## src/inc/gps_pkg.sv

```systemverilog
package gps_pkg;
    localparam int NPORT = 3;
    localparam int NPIN  = 24;
    localparam int NFN   = 7;

    // Register byte offsets: port p sits at p * PORT_STRIDE
    localparam logic [7:0] PORT_STRIDE = 8'h08;
    localparam logic [2:0] OFS_DIR     = 3'h0;
    localparam logic [2:0] OFS_LEVEL   = 3'h1;
    localparam logic [2:0] OFS_LATCH   = 3'h2;
    localparam logic [2:0] OFS_ANLG    = 3'h3;
    localparam logic [2:0] OFS_WPU     = 3'h4;
    localparam logic [7:0] OFS_STEER   = 8'h20;

    // Reset values
    localparam logic [7:0] RST_DIR     = 8'hFF;
    localparam logic [7:0] RST_LATCH   = 8'h00;
    localparam logic [7:0] RST_WPU     = 8'h00;
    localparam logic [6:0] RST_STEER   = 7'h00;

    // Implemented analog and pull-up bits per port (A, B, C)
    localparam logic [NPORT-1:0][7:0] ANLG_MASK = {8'h00, 8'h3F, 8'h2F};
    localparam logic [NPORT-1:0][7:0] WPU_MASK  = {8'h00, 8'hFF, 8'h00};

    // Steering field positions
    localparam int FN_CAPTURE2 = 0;
    localparam int FN_CLIENT   = 1;
    localparam int FN_COMP2    = 2;
    localparam int FN_LATCHINV = 3;
    localparam int FN_PWM2B    = 4;
    localparam int FN_TGATE    = 5;
    localparam int FN_CAPTURE3 = 6;

    // Pin index = port * 8 + bit; listed from function 6 down to 0
    localparam logic [NFN-1:0][4:0] FN_DEF_PIN =
        {5'h16, 5'h0D, 5'h10, 5'h05, 5'h05, 5'h05, 5'h11};
    localparam logic [NFN-1:0][4:0] FN_ALT_PIN =
        {5'h0D, 5'h14, 5'h0D, 5'h00, 5'h00, 5'h00, 5'h0B};
endpackage

```

## src/verilog/gps_sync.sv

```systemverilog
`timescale 1ns/1ps
module gps_sync
    import gps_pkg::*;
#(
    parameter int W = NPIN
) (
    // Clock and reset
    input  wire logic         clk_i,
    input  wire logic         arst_n_i,
    // Data
    input  wire logic [W-1:0] d_i,
    output logic      [W-1:0] q_o
);
    logic [W-1:0] meta;

    always_ff @(posedge clk_i or negedge arst_n_i) begin
        if (!arst_n_i) begin
            meta <= '0;
            q_o  <= '0;
        end else begin
            meta <= d_i;
            q_o  <= meta;
        end
    end
endmodule

```

## src/verilog/gps_port.sv

```systemverilog
// The implementer's own choices: the placing of the registers and the plain strobed port.
`timescale 1ns/1ps
// How it works
// Each port has direction, level, latch registers
// Some ports add analog select, pull-up registers
// Enabled peripheral pin ignores latch, still readable
// Level write updates latch, same as latch write
// Latch reads latch; level reads actual pins
// Analog bit disables pin's digital input buffer
// Steering routes seven functions between alternate pins
// Steering writes never change direction registers
// Peripheral overrides follow the selected pin
// Unselected pin keeps plain port behaviour
// Software clears level, latch, analog, then direction
// Direction one is input, zero drives latch
// Analog pins read digital zero
// Analog setting does not affect digital output
// Analog bits reset to analog
// Pin inputs pass two synchroniser flops
// Steering register resets to zero
module gps_port
    import gps_pkg::*;
(
    // Clock and reset
    input  wire logic            clk_i,
    input  wire logic            arst_n_i,
    // Register port
    input  wire logic [7:0]      addr_i,
    input  wire logic [7:0]      wdata_i,
    input  wire logic            wr_i,
    input  wire logic            rd_i,
    output logic      [7:0]      rdata_o,
    // Pins
    input  wire logic [NPIN-1:0] pad_i,
    output logic      [NPIN-1:0] pad_o,
    output logic      [NPIN-1:0] pad_oe_o,
    output logic      [NPIN-1:0] pullup_o,
    output logic      [NPIN-1:0] din_en_o,
    // Steerable peripheral functions
    input  wire logic [NFN-1:0]  fn_en_i,
    input  wire logic [NFN-1:0]  fn_oe_i,
    input  wire logic [NFN-1:0]  fn_out_i,
    output logic      [NFN-1:0]  fn_in_o
);
    logic [7:0]      dir   [NPORT];
    logic [7:0]      latch [NPORT];
    logic [7:0]      anlg  [NPORT];
    logic [7:0]      wpu   [NPORT];
    logic [6:0]      steer;
    logic [NPIN-1:0] pin_sync;
    logic [NPIN-1:0] anlg_flat;
    logic [NPIN-1:0] pin_dig;
    logic [NPIN-1:0] ovr_en;
    logic [NPIN-1:0] ovr_oe;
    logic [NPIN-1:0] ovr_val;
    logic [NPIN-1:0] next_pad;
    logic [NPIN-1:0] next_oe;

    // Pin currently carrying function f
    function automatic logic [4:0] fn_pin(input logic [6:0] s, input int f);
        return s[f] ? FN_ALT_PIN[f] : FN_DEF_PIN[f];
    endfunction

    function automatic logic hit(input logic [7:0] a, input int p, input logic [2:0] o);
        return a == 8'((p * PORT_STRIDE) + o);
    endfunction

    gps_sync #(
        .W(NPIN)
    ) u_sync (
        .clk_i   (clk_i),
        .arst_n_i(arst_n_i),
        .d_i     (pad_i),
        .q_o     (pin_sync)
    );

    // Register writes
    always_ff @(posedge clk_i or negedge arst_n_i) begin
        if (!arst_n_i) begin
            for (int p = 0; p < NPORT; p++) begin
                dir[p]   <= RST_DIR;
                latch[p] <= RST_LATCH;
                anlg[p]  <= ANLG_MASK[p];
                wpu[p]   <= RST_WPU;
            end
        end else if (wr_i) begin
            for (int p = 0; p < NPORT; p++) begin
                if (hit(addr_i, p, OFS_DIR)) begin
                    dir[p] <= wdata_i;
                end
                if (hit(addr_i, p, OFS_LEVEL) || hit(addr_i, p, OFS_LATCH)) begin
                    latch[p] <= wdata_i;
                end
                if (hit(addr_i, p, OFS_ANLG)) begin
                    anlg[p] <= wdata_i & ANLG_MASK[p];
                end
                if (hit(addr_i, p, OFS_WPU)) begin
                    wpu[p] <= wdata_i & WPU_MASK[p];
                end
            end
        end
    end

    // Steering owns no direction state, so it cannot disturb it
    always_ff @(posedge clk_i or negedge arst_n_i) begin
        if (!arst_n_i) begin
            steer <= RST_STEER;
        end else if (wr_i && addr_i == OFS_STEER) begin
            steer <= wdata_i[6:0];
        end
    end

    always_comb begin
        for (int p = 0; p < NPORT; p++) begin
            anlg_flat[p*8 +: 8] = anlg[p];
        end
        pin_dig = pin_sync & ~anlg_flat;
    end

    // Peripheral overrides land on the selected pin only
    always_comb begin
        ovr_en  = '0;
        ovr_oe  = '0;
        ovr_val = '0;
        for (int f = 0; f < NFN; f++) begin
            if (fn_en_i[f]) begin
                ovr_en[fn_pin(steer, f)]  = 1'b1;
                ovr_oe[fn_pin(steer, f)]  = fn_oe_i[f];
                ovr_val[fn_pin(steer, f)] = fn_out_i[f];
            end
        end
        for (int p = 0; p < NPORT; p++) begin
            for (int b = 0; b < 8; b++) begin
                next_oe[p*8+b]  = ovr_en[p*8+b] ? ovr_oe[p*8+b] : ~dir[p][b];
                next_pad[p*8+b] = ovr_en[p*8+b] ? ovr_val[p*8+b] : latch[p][b];
            end
        end
    end

    // Pin-side outputs
    always_ff @(posedge clk_i or negedge arst_n_i) begin
        if (!arst_n_i) begin
            pad_o    <= '0;
            pad_oe_o <= '0;
            pullup_o <= '0;
            din_en_o <= '0;
        end else begin
            pad_o    <= next_pad;
            pad_oe_o <= next_oe;
            // Pull-up only on a released pin, never against our own driver
            pullup_o <= ~next_oe & {wpu[2], wpu[1], wpu[0]};
            din_en_o <= ~anlg_flat;
        end
    end

    // Function inputs sample their selected pin
    always_ff @(posedge clk_i or negedge arst_n_i) begin
        if (!arst_n_i) begin
            fn_in_o <= '0;
        end else begin
            for (int f = 0; f < NFN; f++) begin
                fn_in_o[f] <= pin_dig[fn_pin(steer, f)];
            end
        end
    end

    // Read data, valid the cycle after the strobe only
    always_ff @(posedge clk_i or negedge arst_n_i) begin
        if (!arst_n_i) begin
            rdata_o <= 8'h00;
        end else begin
            rdata_o <= 8'h00;
            if (rd_i) begin
                if (addr_i == OFS_STEER) begin
                    rdata_o <= {1'b0, steer};
                end
                for (int p = 0; p < NPORT; p++) begin
                    if (hit(addr_i, p, OFS_DIR)) begin
                        rdata_o <= dir[p];
                    end
                    if (hit(addr_i, p, OFS_LEVEL)) begin
                        rdata_o <= pin_dig[p*8 +: 8];
                    end
                    if (hit(addr_i, p, OFS_LATCH)) begin
                        rdata_o <= latch[p];
                    end
                    if (hit(addr_i, p, OFS_ANLG)) begin
                        rdata_o <= anlg[p];
                    end
                    if (hit(addr_i, p, OFS_WPU)) begin
                        rdata_o <= wpu[p];
                    end
                end
            end
        end
    end

    AST_LEVEL_WRITES_LATCH: assert property (@(posedge clk_i) disable iff (!arst_n_i)
        wr_i && addr_i == 8'(OFS_LEVEL) |=> latch[0] == $past(wdata_i))
        else $error("Level write did not update latch");

    AST_STEER_KEEPS_DIR: assert property (@(posedge clk_i) disable iff (!arst_n_i)
        wr_i && addr_i == OFS_STEER |=> dir[0] == $past(dir[0]) && dir[1] == $past(dir[1]))
        else $error("Steering write changed direction");

    AST_ANALOG_READS_ZERO: assert property (@(posedge clk_i) disable iff (!arst_n_i)
        rd_i && addr_i == 8'(OFS_LEVEL) |=> (rdata_o & $past(anlg[0])) == 8'h00)
        else $error("Analog pin read nonzero");

    AST_INPUT_DRIVER_OFF: assert property (@(posedge clk_i) disable iff (!arst_n_i)
        !ovr_en[3] && dir[0][3] |=> !pad_oe_o[3])
        else $error("Input pin driver on");

    AST_ANALOG_STILL_DRIVES: assert property (@(posedge clk_i) disable iff (!arst_n_i)
        !ovr_en[1] && !dir[0][1] |=> pad_oe_o[1] && pad_o[1] == $past(latch[0][1]))
        else $error("Output pin not driving latch");

    AST_PERIPH_ON_DEFAULT: assert property (@(posedge clk_i) disable iff (!arst_n_i)
        fn_en_i[FN_PWM2B] && !steer[FN_PWM2B] && !fn_en_i[FN_CAPTURE3]
        |=> pad_o[16] == $past(fn_out_i[FN_PWM2B]) && pad_oe_o[16] == $past(fn_oe_i[FN_PWM2B]))
        else $error("Peripheral override missing on selected pin");

    AST_UNSELECTED_PLAIN: assert property (@(posedge clk_i) disable iff (!arst_n_i)
        !steer[FN_CAPTURE2] && !dir[1][3] |=> pad_oe_o[11] && pad_o[11] == $past(latch[1][3]))
        else $error("Unselected pin disturbed");

    AST_LEVEL_TWO_FLOPS: assert property (@(posedge clk_i) disable iff (!arst_n_i)
        rd_i && addr_i == 8'(PORT_STRIDE + 8'(OFS_LEVEL)) && anlg[1] == 8'h00
        ##1 $stable(anlg[1]) |-> rdata_o == $past(pad_i[15:8], 3))
        else $error("Level read latency wrong");

    // Register map
    AST_LATCH_WRITES_LATCH: assert property (@(posedge clk_i) disable iff (!arst_n_i)
        wr_i && addr_i == 8'(OFS_LATCH) |=> latch[0] == $past(wdata_i))
        else $error("Latch write did not land");

    AST_DIR_WRITE: assert property (@(posedge clk_i) disable iff (!arst_n_i)
        wr_i && addr_i == 8'(OFS_DIR) |=> dir[0] == $past(wdata_i))
        else $error("Direction write did not land");

    AST_DIR_READ: assert property (@(posedge clk_i) disable iff (!arst_n_i)
        rd_i && addr_i == 8'(OFS_DIR) |=> rdata_o == $past(dir[0]))
        else $error("Direction read wrong");

    AST_LATCH_READ: assert property (@(posedge clk_i) disable iff (!arst_n_i)
        rd_i && addr_i == 8'(OFS_LATCH) |=> rdata_o == $past(latch[0]))
        else $error("Latch read wrong");

    AST_LEVEL_READS_PINS: assert property (@(posedge clk_i) disable iff (!arst_n_i)
        rd_i && addr_i == 8'(OFS_LEVEL)
        |=> rdata_o == ($past(pin_sync[7:0]) & ~$past(anlg[0])))
        else $error("Level read not from pins");

    AST_READ_ONE_CYCLE: assert property (@(posedge clk_i) disable iff (!arst_n_i)
        !rd_i |=> rdata_o == 8'h00)
        else $error("Read data held too long");

    AST_ANALOG_WRITE_MASKED: assert property (@(posedge clk_i) disable iff (!arst_n_i)
        wr_i && addr_i == 8'(2 * PORT_STRIDE + 8'(OFS_ANLG)) |=> anlg[2] == 8'h00)
        else $error("Absent analog bits took a write");

    AST_PULLUP_ONLY_PORT_B: assert property (@(posedge clk_i) disable iff (!arst_n_i)
        wr_i && addr_i == 8'(OFS_WPU) |=> wpu[0] == 8'h00)
        else $error("Absent pull-up bits took a write");

    AST_PULLUP_WRITE: assert property (@(posedge clk_i) disable iff (!arst_n_i)
        wr_i && addr_i == 8'(PORT_STRIDE + 8'(OFS_WPU)) |=> wpu[1] == $past(wdata_i))
        else $error("Pull-up write did not land");

    AST_STEER_WRITE: assert property (@(posedge clk_i) disable iff (!arst_n_i)
        wr_i && addr_i == OFS_STEER |=> steer == $past(wdata_i[6:0]))
        else $error("Steering write did not land");

    // Pin path
    AST_BUFFER_OFF_ANALOG: assert property (@(posedge clk_i) disable iff (!arst_n_i)
        1'b1 |=> din_en_o == ~$past(anlg_flat))
        else $error("Input buffer not following analog select");

    AST_PULLUP_RELEASED: assert property (@(posedge clk_i) disable iff (!arst_n_i)
        1'b1 |=> (pullup_o & pad_oe_o) == 24'h00_0000)
        else $error("Pull-up on a driven pin");

    // Pin 13 is also the timer gate default and the capture3 alternate
    AST_PERIPH_ON_ALT: assert property (@(posedge clk_i) disable iff (!arst_n_i)
        fn_en_i[FN_PWM2B] && steer[FN_PWM2B] && !fn_en_i[FN_TGATE] && !fn_en_i[FN_CAPTURE3]
        |=> pad_o[13] == $past(fn_out_i[FN_PWM2B]) && pad_oe_o[13] == $past(fn_oe_i[FN_PWM2B]))
        else $error("Peripheral override missing on alternate pin");

    AST_TGATE_ON_ALT: assert property (@(posedge clk_i) disable iff (!arst_n_i)
        steer[FN_TGATE] |=> fn_in_o[FN_TGATE] == $past(pin_dig[20]))
        else $error("Gate input not from alternate pin");

    AST_TGATE_ON_DEFAULT: assert property (@(posedge clk_i) disable iff (!arst_n_i)
        !steer[FN_TGATE] |=> fn_in_o[FN_TGATE] == $past(pin_dig[13]))
        else $error("Gate input not from default pin");

    AST_SYNC_TWO_FLOPS: assert property (@(posedge clk_i) disable iff (!arst_n_i)
        1'b1 |-> ##2 pin_sync == $past(pad_i, 2))
        else $error("Pin synchroniser depth wrong");

    // Reset values, seen on the first edge after release
    AST_STEER_RESET: assert property (@(posedge clk_i)
        $rose(arst_n_i) |-> steer == RST_STEER)
        else $error("Steering not cleared by reset");

    AST_ANALOG_RESET: assert property (@(posedge clk_i)
        $rose(arst_n_i)
        |-> anlg[0] == ANLG_MASK[0] && anlg[1] == ANLG_MASK[1] && anlg[2] == ANLG_MASK[2])
        else $error("Analog select not set by reset");
endmodule

```

## config.mk

```make
export PLATFORM = sky130hd
export DESIGN_NAME = gps_port
export DESIGN_NICKNAME = d
export VERILOG_FILES = /design/src/inc/gps_pkg.sv /design/src/verilog/gps_sync.sv /design/src/verilog/gps_port.sv
export SDC_FILE = /design/constraint.sdc
export NUM_CORES = 1
export LEC_CHECK = 0
export BUFFER_PORTS_ARGS = -buffer_cell sky130_fd_sc_hd__buf_2
export CORE_MARGIN = 5
export CORE_UTILIZATION = 54
export DETAILED_ROUTE_END_ITERATION = 10
export GPL_TIMING_DRIVEN = 0
export PLACE_DENSITY = 0.81
export SLEW_MARGIN = 20
export SYNTH_ARGS = -nofsm -noshare
export SYNTH_HDL_FRONTEND = slang
export SYNTH_SLANG_ARGS = --single-unit
```

## constraint.sdc

```tcl
create_clock -name clk_i -period 2 [get_ports clk_i]
set_clock_uncertainty 0.05 [all_clocks]
set_input_delay 0.3 -clock clk_i [delete_from_list [all_inputs] [get_ports clk_i]]
set_output_delay 0.3 -clock clk_i [all_outputs]
set_load 0.01 [all_outputs]
```

==> impl_metrics.json, run 1 <==
{
  "ys_seq_area_share_pct": 62.70,
  "synth_edf_count": 0,
  "slew_viol_final": 0,
  "grt_use_total_pct": 25.56,
  "initial_core_util_pct": 54.68,
  "vias_per_cell": 5.725,
  "netlist_area_um2": 8252,
  "r2r_cells": 5,
  "dieArea_um2": 17850,
  "yosysWarnings": 0,
  "wl_um": 22680,
  "powerDensity_nw_per_um2": 920.3,
  "syn_to_final_growth_pct": 26.48,
  "synth_top_family_by_area": "multiplexers",
  "crit_path_max_fanout": 8,
  "root_buffer": "clkbuf_16",
  "rsz0062_at_grt": "no",
  "synth_simple_gate_area_share_pct": 9.447,
  "layout_min_cycle_time_ns": 1.952,
  "io_pins": 176,
  "synthAdderAreaFrac_pct": 0,
  "worst_ep_arrival_time_ns": 2.27,
  "yosys_most_used_dff": "dfrtp_1",
  "setup_violations": 0,
  "ys_seq_elements": 205,
  "sw_frac_of_total_pct": 22.86,
  "max_slew.worst_pin.slew_ns": 0.7811,
  "core-area_um2": 15090,
  "rows": 45,
  "grt_pass1_wl_um": 35460,
  "antenna_found_initial": 1,
  "grt-ovfl-total": 0,
  "grt_pass1_vias": 6409,
  "async_flop_share_pct": 100.0,
  "gp_congestion": 0.9845,
  "clkSinkCount": 205,
  "die_x_um": 133.6,
  "nNetsFinal": 933,
  "cts_tree": "built",
  "remaining_drc_errors": 0,
  "cp-start-kind": "input pin",
  "synth_largest_area_cell": "dfrtp_1",
  "drt_iter0_markers": 550,
  "hpwl_um": 15590,
  "cts.clk_slew.worst_paths_ns": 0.06,
  "critical_path_class": "in2reg",
  "hold_viol_final": 0,
  "clk_latency_ns": 0.49,
  "synth_area_leaders": "dfrtp_1 52%, dfstp_2 11%, mux2_2 11%",
  "routedWlPerCell_um": 21.18,
  "synth_mux_area_share_pct": 11.87,
  "power.leakage_nw": 4.882,
  "hold_ws_ns": 0.01590,
  "cp.required_ns": 2.32,
  "timing.setup.tns_ns": 0,
  "holdPathStages": 2,
  "hold_path_class": "in2reg",
  "grt_max_degree": 107,
  "maxSlewHeadroom_pct": 47.79,
  "status": "finished clean",
  "seqPwrFrac_pct": 47.3,
  "htree_num_levels": 1,
  "port-buffer-count": 152,
  "p_comb_share_pct": 9.1,
  "synth_cell_types": 59,
  "cts_inserted_buffers": 21,
  "cts_max_path_buffers": 3,
  "detail_route.first_pass.iterations": 5,
  "syn_avg_cell_area_um2": 12.69,
  "peakVddDrop_mv": 0.7059,
  "drive_gt1_share_pct": 42.52,
  "num_vias": 6132,
  "fmaxAchievable_mhz": 512.4,
  "drtAntennaViolNets": 0,
  "final_common_cell": "dfrtp_1",
  "pwr-share-clk_pct": 43.6,
  "drv_cap": 0,
  "die_y_um": 133.6,
  "synth-xor-area-share_pct": 0.1061,
  "syn_inst": 650,
  "cp-end-kind": "flip-flop",
  "synth_compound_area_share_pct": 10.43,
  "internal-power_mw": 7.409,
  "switchingPower_mw": 2.196,
  "final_cell_mix": "170 x dfrtp_1, 160 x buf_2, 79 x mux2_2, 37 x nand2_1, 35 x dfstp_2",
  "synth_top_area_share_pct": 51.55,
  "fin_crit_sh_pct": 97.59
}
-- repair_timing --
action,in CTS,in global routing
endpoints found under the hold margin,104,0
setup endpoints to repair,40,38
gates resized for setup,8,14
buffers inserted,2,0
hold buffers,27,0
-- sequential cells by signal, indices dropped and copies added (netlist names) --
register and count:
anlg 11, din_en_o 12, dir 24, fn_in_o 7
latch 24, pad_o 24, pad_oe_o 24, pullup_o 8
rdata_o 8, steer 7, u_sync.meta 24, u_sync.q_o 24
wpu 8
-- layout make-up --
type | count | area, um^2
diodes | 1 | 2.502
clock buffers | 28 | 601.8
clock inverters | 9 | 148.9
well taps | 188 | 235.2
plain buffers | 55 | 336.6
flip-flops and latches | 205 | 5174
repair buffers | 182 | 1084
multi-input cells | 374 | 2745
fillers | 1086 | 4653
inverters | 29 | 108.9
-- path summary, 6_finish.rpt --
| kind | startpoint | to | slack [ns] |
|---|---|---|---|
| setup / recovery | addr_i[5] | latch[12] | 0.05 |
| hold / removal | fn_out_i[3] | pad_o[5] | 0.02 |
| setup reg to reg | anlg[16] | rdata_o[0] | 0.26 |
| hold reg to reg | u_sync.meta[2] | u_sync.q_o[2] | 0.29 |
| max in group asynchronous | arst_n_i | dir[0] | 0.59 |
| min in group asynchronous | arst_n_i | pad_o[9] | 0.37 |
-- cells in the mapped netlist, types with 9 or more instances --
cell type  number
a21oi_1        19
dfrtp_1       170
clkbuf_1       13
o21ai_0        30
o22ai_1        15
buf_4          28
dfstp_2        35
nand2_1        39
mux2_2         79
nor2b_1        16
a221oi_1        9
inv_1          29
buf_2          11
nand3_1         9
nand2b_1       11
nor2_1         28
mux2i_1         9
-- worst max-delay path, cell delays in order --
cell and delay [ns]:
buf_2 0.16, or4_4 0.60, nor3b_4 0.36, o211ai_2 0.43, mux2_2 0.42
-- power groups by stage --
| stage | Sequential, mW | Combinational (mW) | Clock, mW |
|---|---|---|---|
| 6_report | 4.54 | 0.870 | 4.19 |
| 5_1_grt | 4.57 | 0.952 | 4.42 |
| 4_1_cts | 4.54 | 0.867 | 4.25 |
| 3_5_place_dp | 4.61 | 0.816 | 0 |
| 2_1_floorplan | 4.61 | 0.389 | 0 |
| 3_3_place_gp | 4.60 | 0.795 | 0 |
-- cells by family after synthesis --
group                  after synthesis
flip-flops                         205
AND/OR/NAND/NOR                    142
AO/OA/AOI/OAI                      126
multiplexers                        88
buffers and inverters               86
other                                2
XOR/XNOR                             1
-- routing by layer --
layer,part of all wire (%),GRT usage (%),vias to the layer above
li1,-,-,2692
met1,41,34.75,3092
met2,48,41.45,287
met3,7.7,4.985,59
met4,3.5,9.029,2
met5,0.057,0,-
-- per-stage QoR --
| stage | power [mW] | utilization (%) | setup WS [ns] | std cells | area [um^2] |
|---|---|---|---|---|---|
| floorplan | 5.000 | - | 0.1411 | 665 | 8308 |
| global placement | 5.394 | 61.66 | -2.583 | 1005 | 9304 |
| detailed placement | 5.425 | 61.91 | -0.8623 | 1006 | 9341 |
| CTS | 9.658 | 68.95 | 0.01659 | 1072 | 10400 |
| global route | 9.937 | 69.15 | 0.003632 | 1070 | 10430 |
| finish | 9.605 | 69.16 | 0.04830 | 1071 | 10440 |
Note: power is estimated with default switching activity, not from simulation.
==> run 2: changes to the inputs <==
--- a/config.mk
+++ b/config.mk
@@ -10,7 +10,7 @@
 export CORE_UTILIZATION = 54
 export DETAILED_ROUTE_END_ITERATION = 10
 export GPL_TIMING_DRIVEN = 0
-export PLACE_DENSITY = 0.81
+export PLACE_DENSITY = 0.89
 export SLEW_MARGIN = 20
 export SYNTH_ARGS = -nofsm -noshare
 export SYNTH_HDL_FRONTEND = slang
==> impl_metrics.json, run 2 (same netlist as run 1, synthesis figures left out) <==
{
  "final_common_cell": "dfrtp_1",
  "root_buffer": "clkbuf_16",
  "power.leakage_nw": 4.829,
  "worst_ep_arrival_time_ns": 2.30,
  "status": "finished clean",
  "dieArea_um2": 17850,
  "cts_inserted_buffers": 21,
  "critPathMaxStageDelay_ns": 0.56,
  "remaining_drc_errors": 0,
  "fin_crit_sh_pct": 99.04,
  "drv_cap": 0,
  "grt_pass1_vias": 6472,
  "critical_path_class": "in2reg",
  "nNetsFinal": 930,
  "final_cell_mix": "170 x dfrtp_1, 161 x buf_2, 79 x mux2_2, 38 x nand2_1, 35 x dfstp_2",
  "layout_min_cycle_time_ns": 1.981,
  "port-buffer-count": 152,
  "post_cts_buffers": 0,
  "hold_viol_final": 0,
  "routedWlPerCell_um": 21.82,
  "vias_per_cell": 5.742,
  "cts_tree": "built",
  "syn_to_final_growth_pct": 25.11,
  "clk_latency_ns": 0.49,
  "cts.clk_slew.worst_paths_ns": 0.06,
  "cp-start-kind": "input pin",
  "core-area_um2": 15090,
  "gp_congestion": 0.9650,
  "die_x_um": 133.6,
  "hpwl_um": 15690,
  "io_pins": 176,
  "hold_path_class": "in2reg",
  "crit_top_cell": "buf_2",
  "htree_num_levels": 1,
  "rows": 45,
  "cp.required_ns": 2.32,
  "max_slew.worst_pin.slew_ns": 0.7437,
  "grt_use_total_pct": 26.20,
  "drive_gt1_share_pct": 41.75,
  "clkSinkCount": 205,
  "drt_iter0_markers": 614,
  "cts_max_path_buffers": 3,
  "slew_viol_final": 0,
  "final_cells": 1068,
  "antenna_found_initial": 3,
  "drtAntennaViolNets": 0,
  "initial_core_util_pct": 54.68,
  "grt_max_degree": 107,
  "peakVddDrop_mv": 0.6809,
  "wl_um": 23310,
  "num_vias": 6132,
  "cp-end-kind": "flip-flop",
  "power.total_mw": 9.290,
  "crit_path_max_fanout": 10,
  "powerDensity_nw_per_um2": 899.8,
  "maxSlewHeadroom_pct": 50.42,
  "cp_slowest_cell": "nand4_1",
  "setup_violations": 0,
  "fmaxAchievable_mhz": 504.8,
  "dp.cells": 1006,
  "grt_pass1_wl_um": 36150,
  "n_fill_cell": 1080,
  "r2r_setup_slack_ns": 0.18,
  "grt-ovfl-total": 0,
  "die_y_um": 133.6,
  "detail_route.first_pass.iterations": 5,
  "crit_chain": "buf_2, buf_2, nor4_1, buf_2, nand4_1, mux2_2"
}
-- run 2: power breakdown --
part           internal, mW  leakage, nW  total (mW)  switching [mW]
registers              4.41         2.45        4.55           0.147
logic                 0.372         2.04       0.871           0.499
clock network          2.32        0.338        3.87            1.54
-- run 2: timing repair --
action	in CTS	in global routing
gates resized for setup	3	17
hold buffers	25	0
hold endpoints to repair	108	0
endpoints found under the setup margin	17	48
-- run 2: area by class of cell --
cell class              instances  area, um^2  area share [%]
plain buffers                  56       337.8           3.272
inverters                      29       108.9           1.054
multi-input cells             374        2733           26.47
diodes                          1       2.502         0.02424
clock inverters                 3       40.04          0.3878
well taps                     188       235.2           2.279
repair buffers                178        1049           10.16
clock buffers                  34       644.4           6.242
flip-flops and latches        205        5174           50.11
-- run 2: worst max-delay path, delay by kind of cell --
kind | cells | cell delay (ns)
buf+inv | 3 | 0.62
mux | 1 | 0.50
simple gates | 2 | 0.89
-- run 2: metal layers --
metal / global-route usage [%] / up-vias / wire (um)
met5: 0 / - / 27
met4: 9.486 / 4 / 784
met3: 5.249 / 78 / 1920
met2: 44.95 / 327 / 11650
met1: 33.22 / 3031 / 8928
li1: - / 2692 / -
-- run 2: metrics by stage --
| stage | setup slack (ns) | util [%] | hold slack, ns | instance area, um^2 | setup TNS (ns) |
|---|---|---|---|---|---|
| global placement | -2.529 | 61.66 | 0.2820 | 9304 | -508.64 |
| detailed placement | -0.6600 | 61.91 | 0.2847 | 9341 | -33.02 |
| global route | -0.007691 | 68.42 | 0.01434 | 10320 | -0.01026 |
| floorplan | 0.1411 | - | -0.04559 | 8308 | 0 |
| finish | 0.01919 | 68.42 | 0.01649 | 10320 | 0 |
| CTS | 0.0003455 | 68.15 | 0.0007838 | 10280 | 0 |
-- run 2: path summary, 6_finish.rpt --
path / depth (start not counted) / to / from
worst max-delay path: 6 / steer[3] / addr_i[0]
worst min-delay path: 2 / pad_o[11] / fn_out_i[0]
worst max register to register: 5 / rdata_o[3] / steer[3]
worst min register to register: 0 / u_sync.q_o[18] / u_sync.meta[18]
max in group asynchronous: 3 / dir[4] / arst_n_i
min in group asynchronous: 2 / u_sync.q_o[2] / arst_n_i
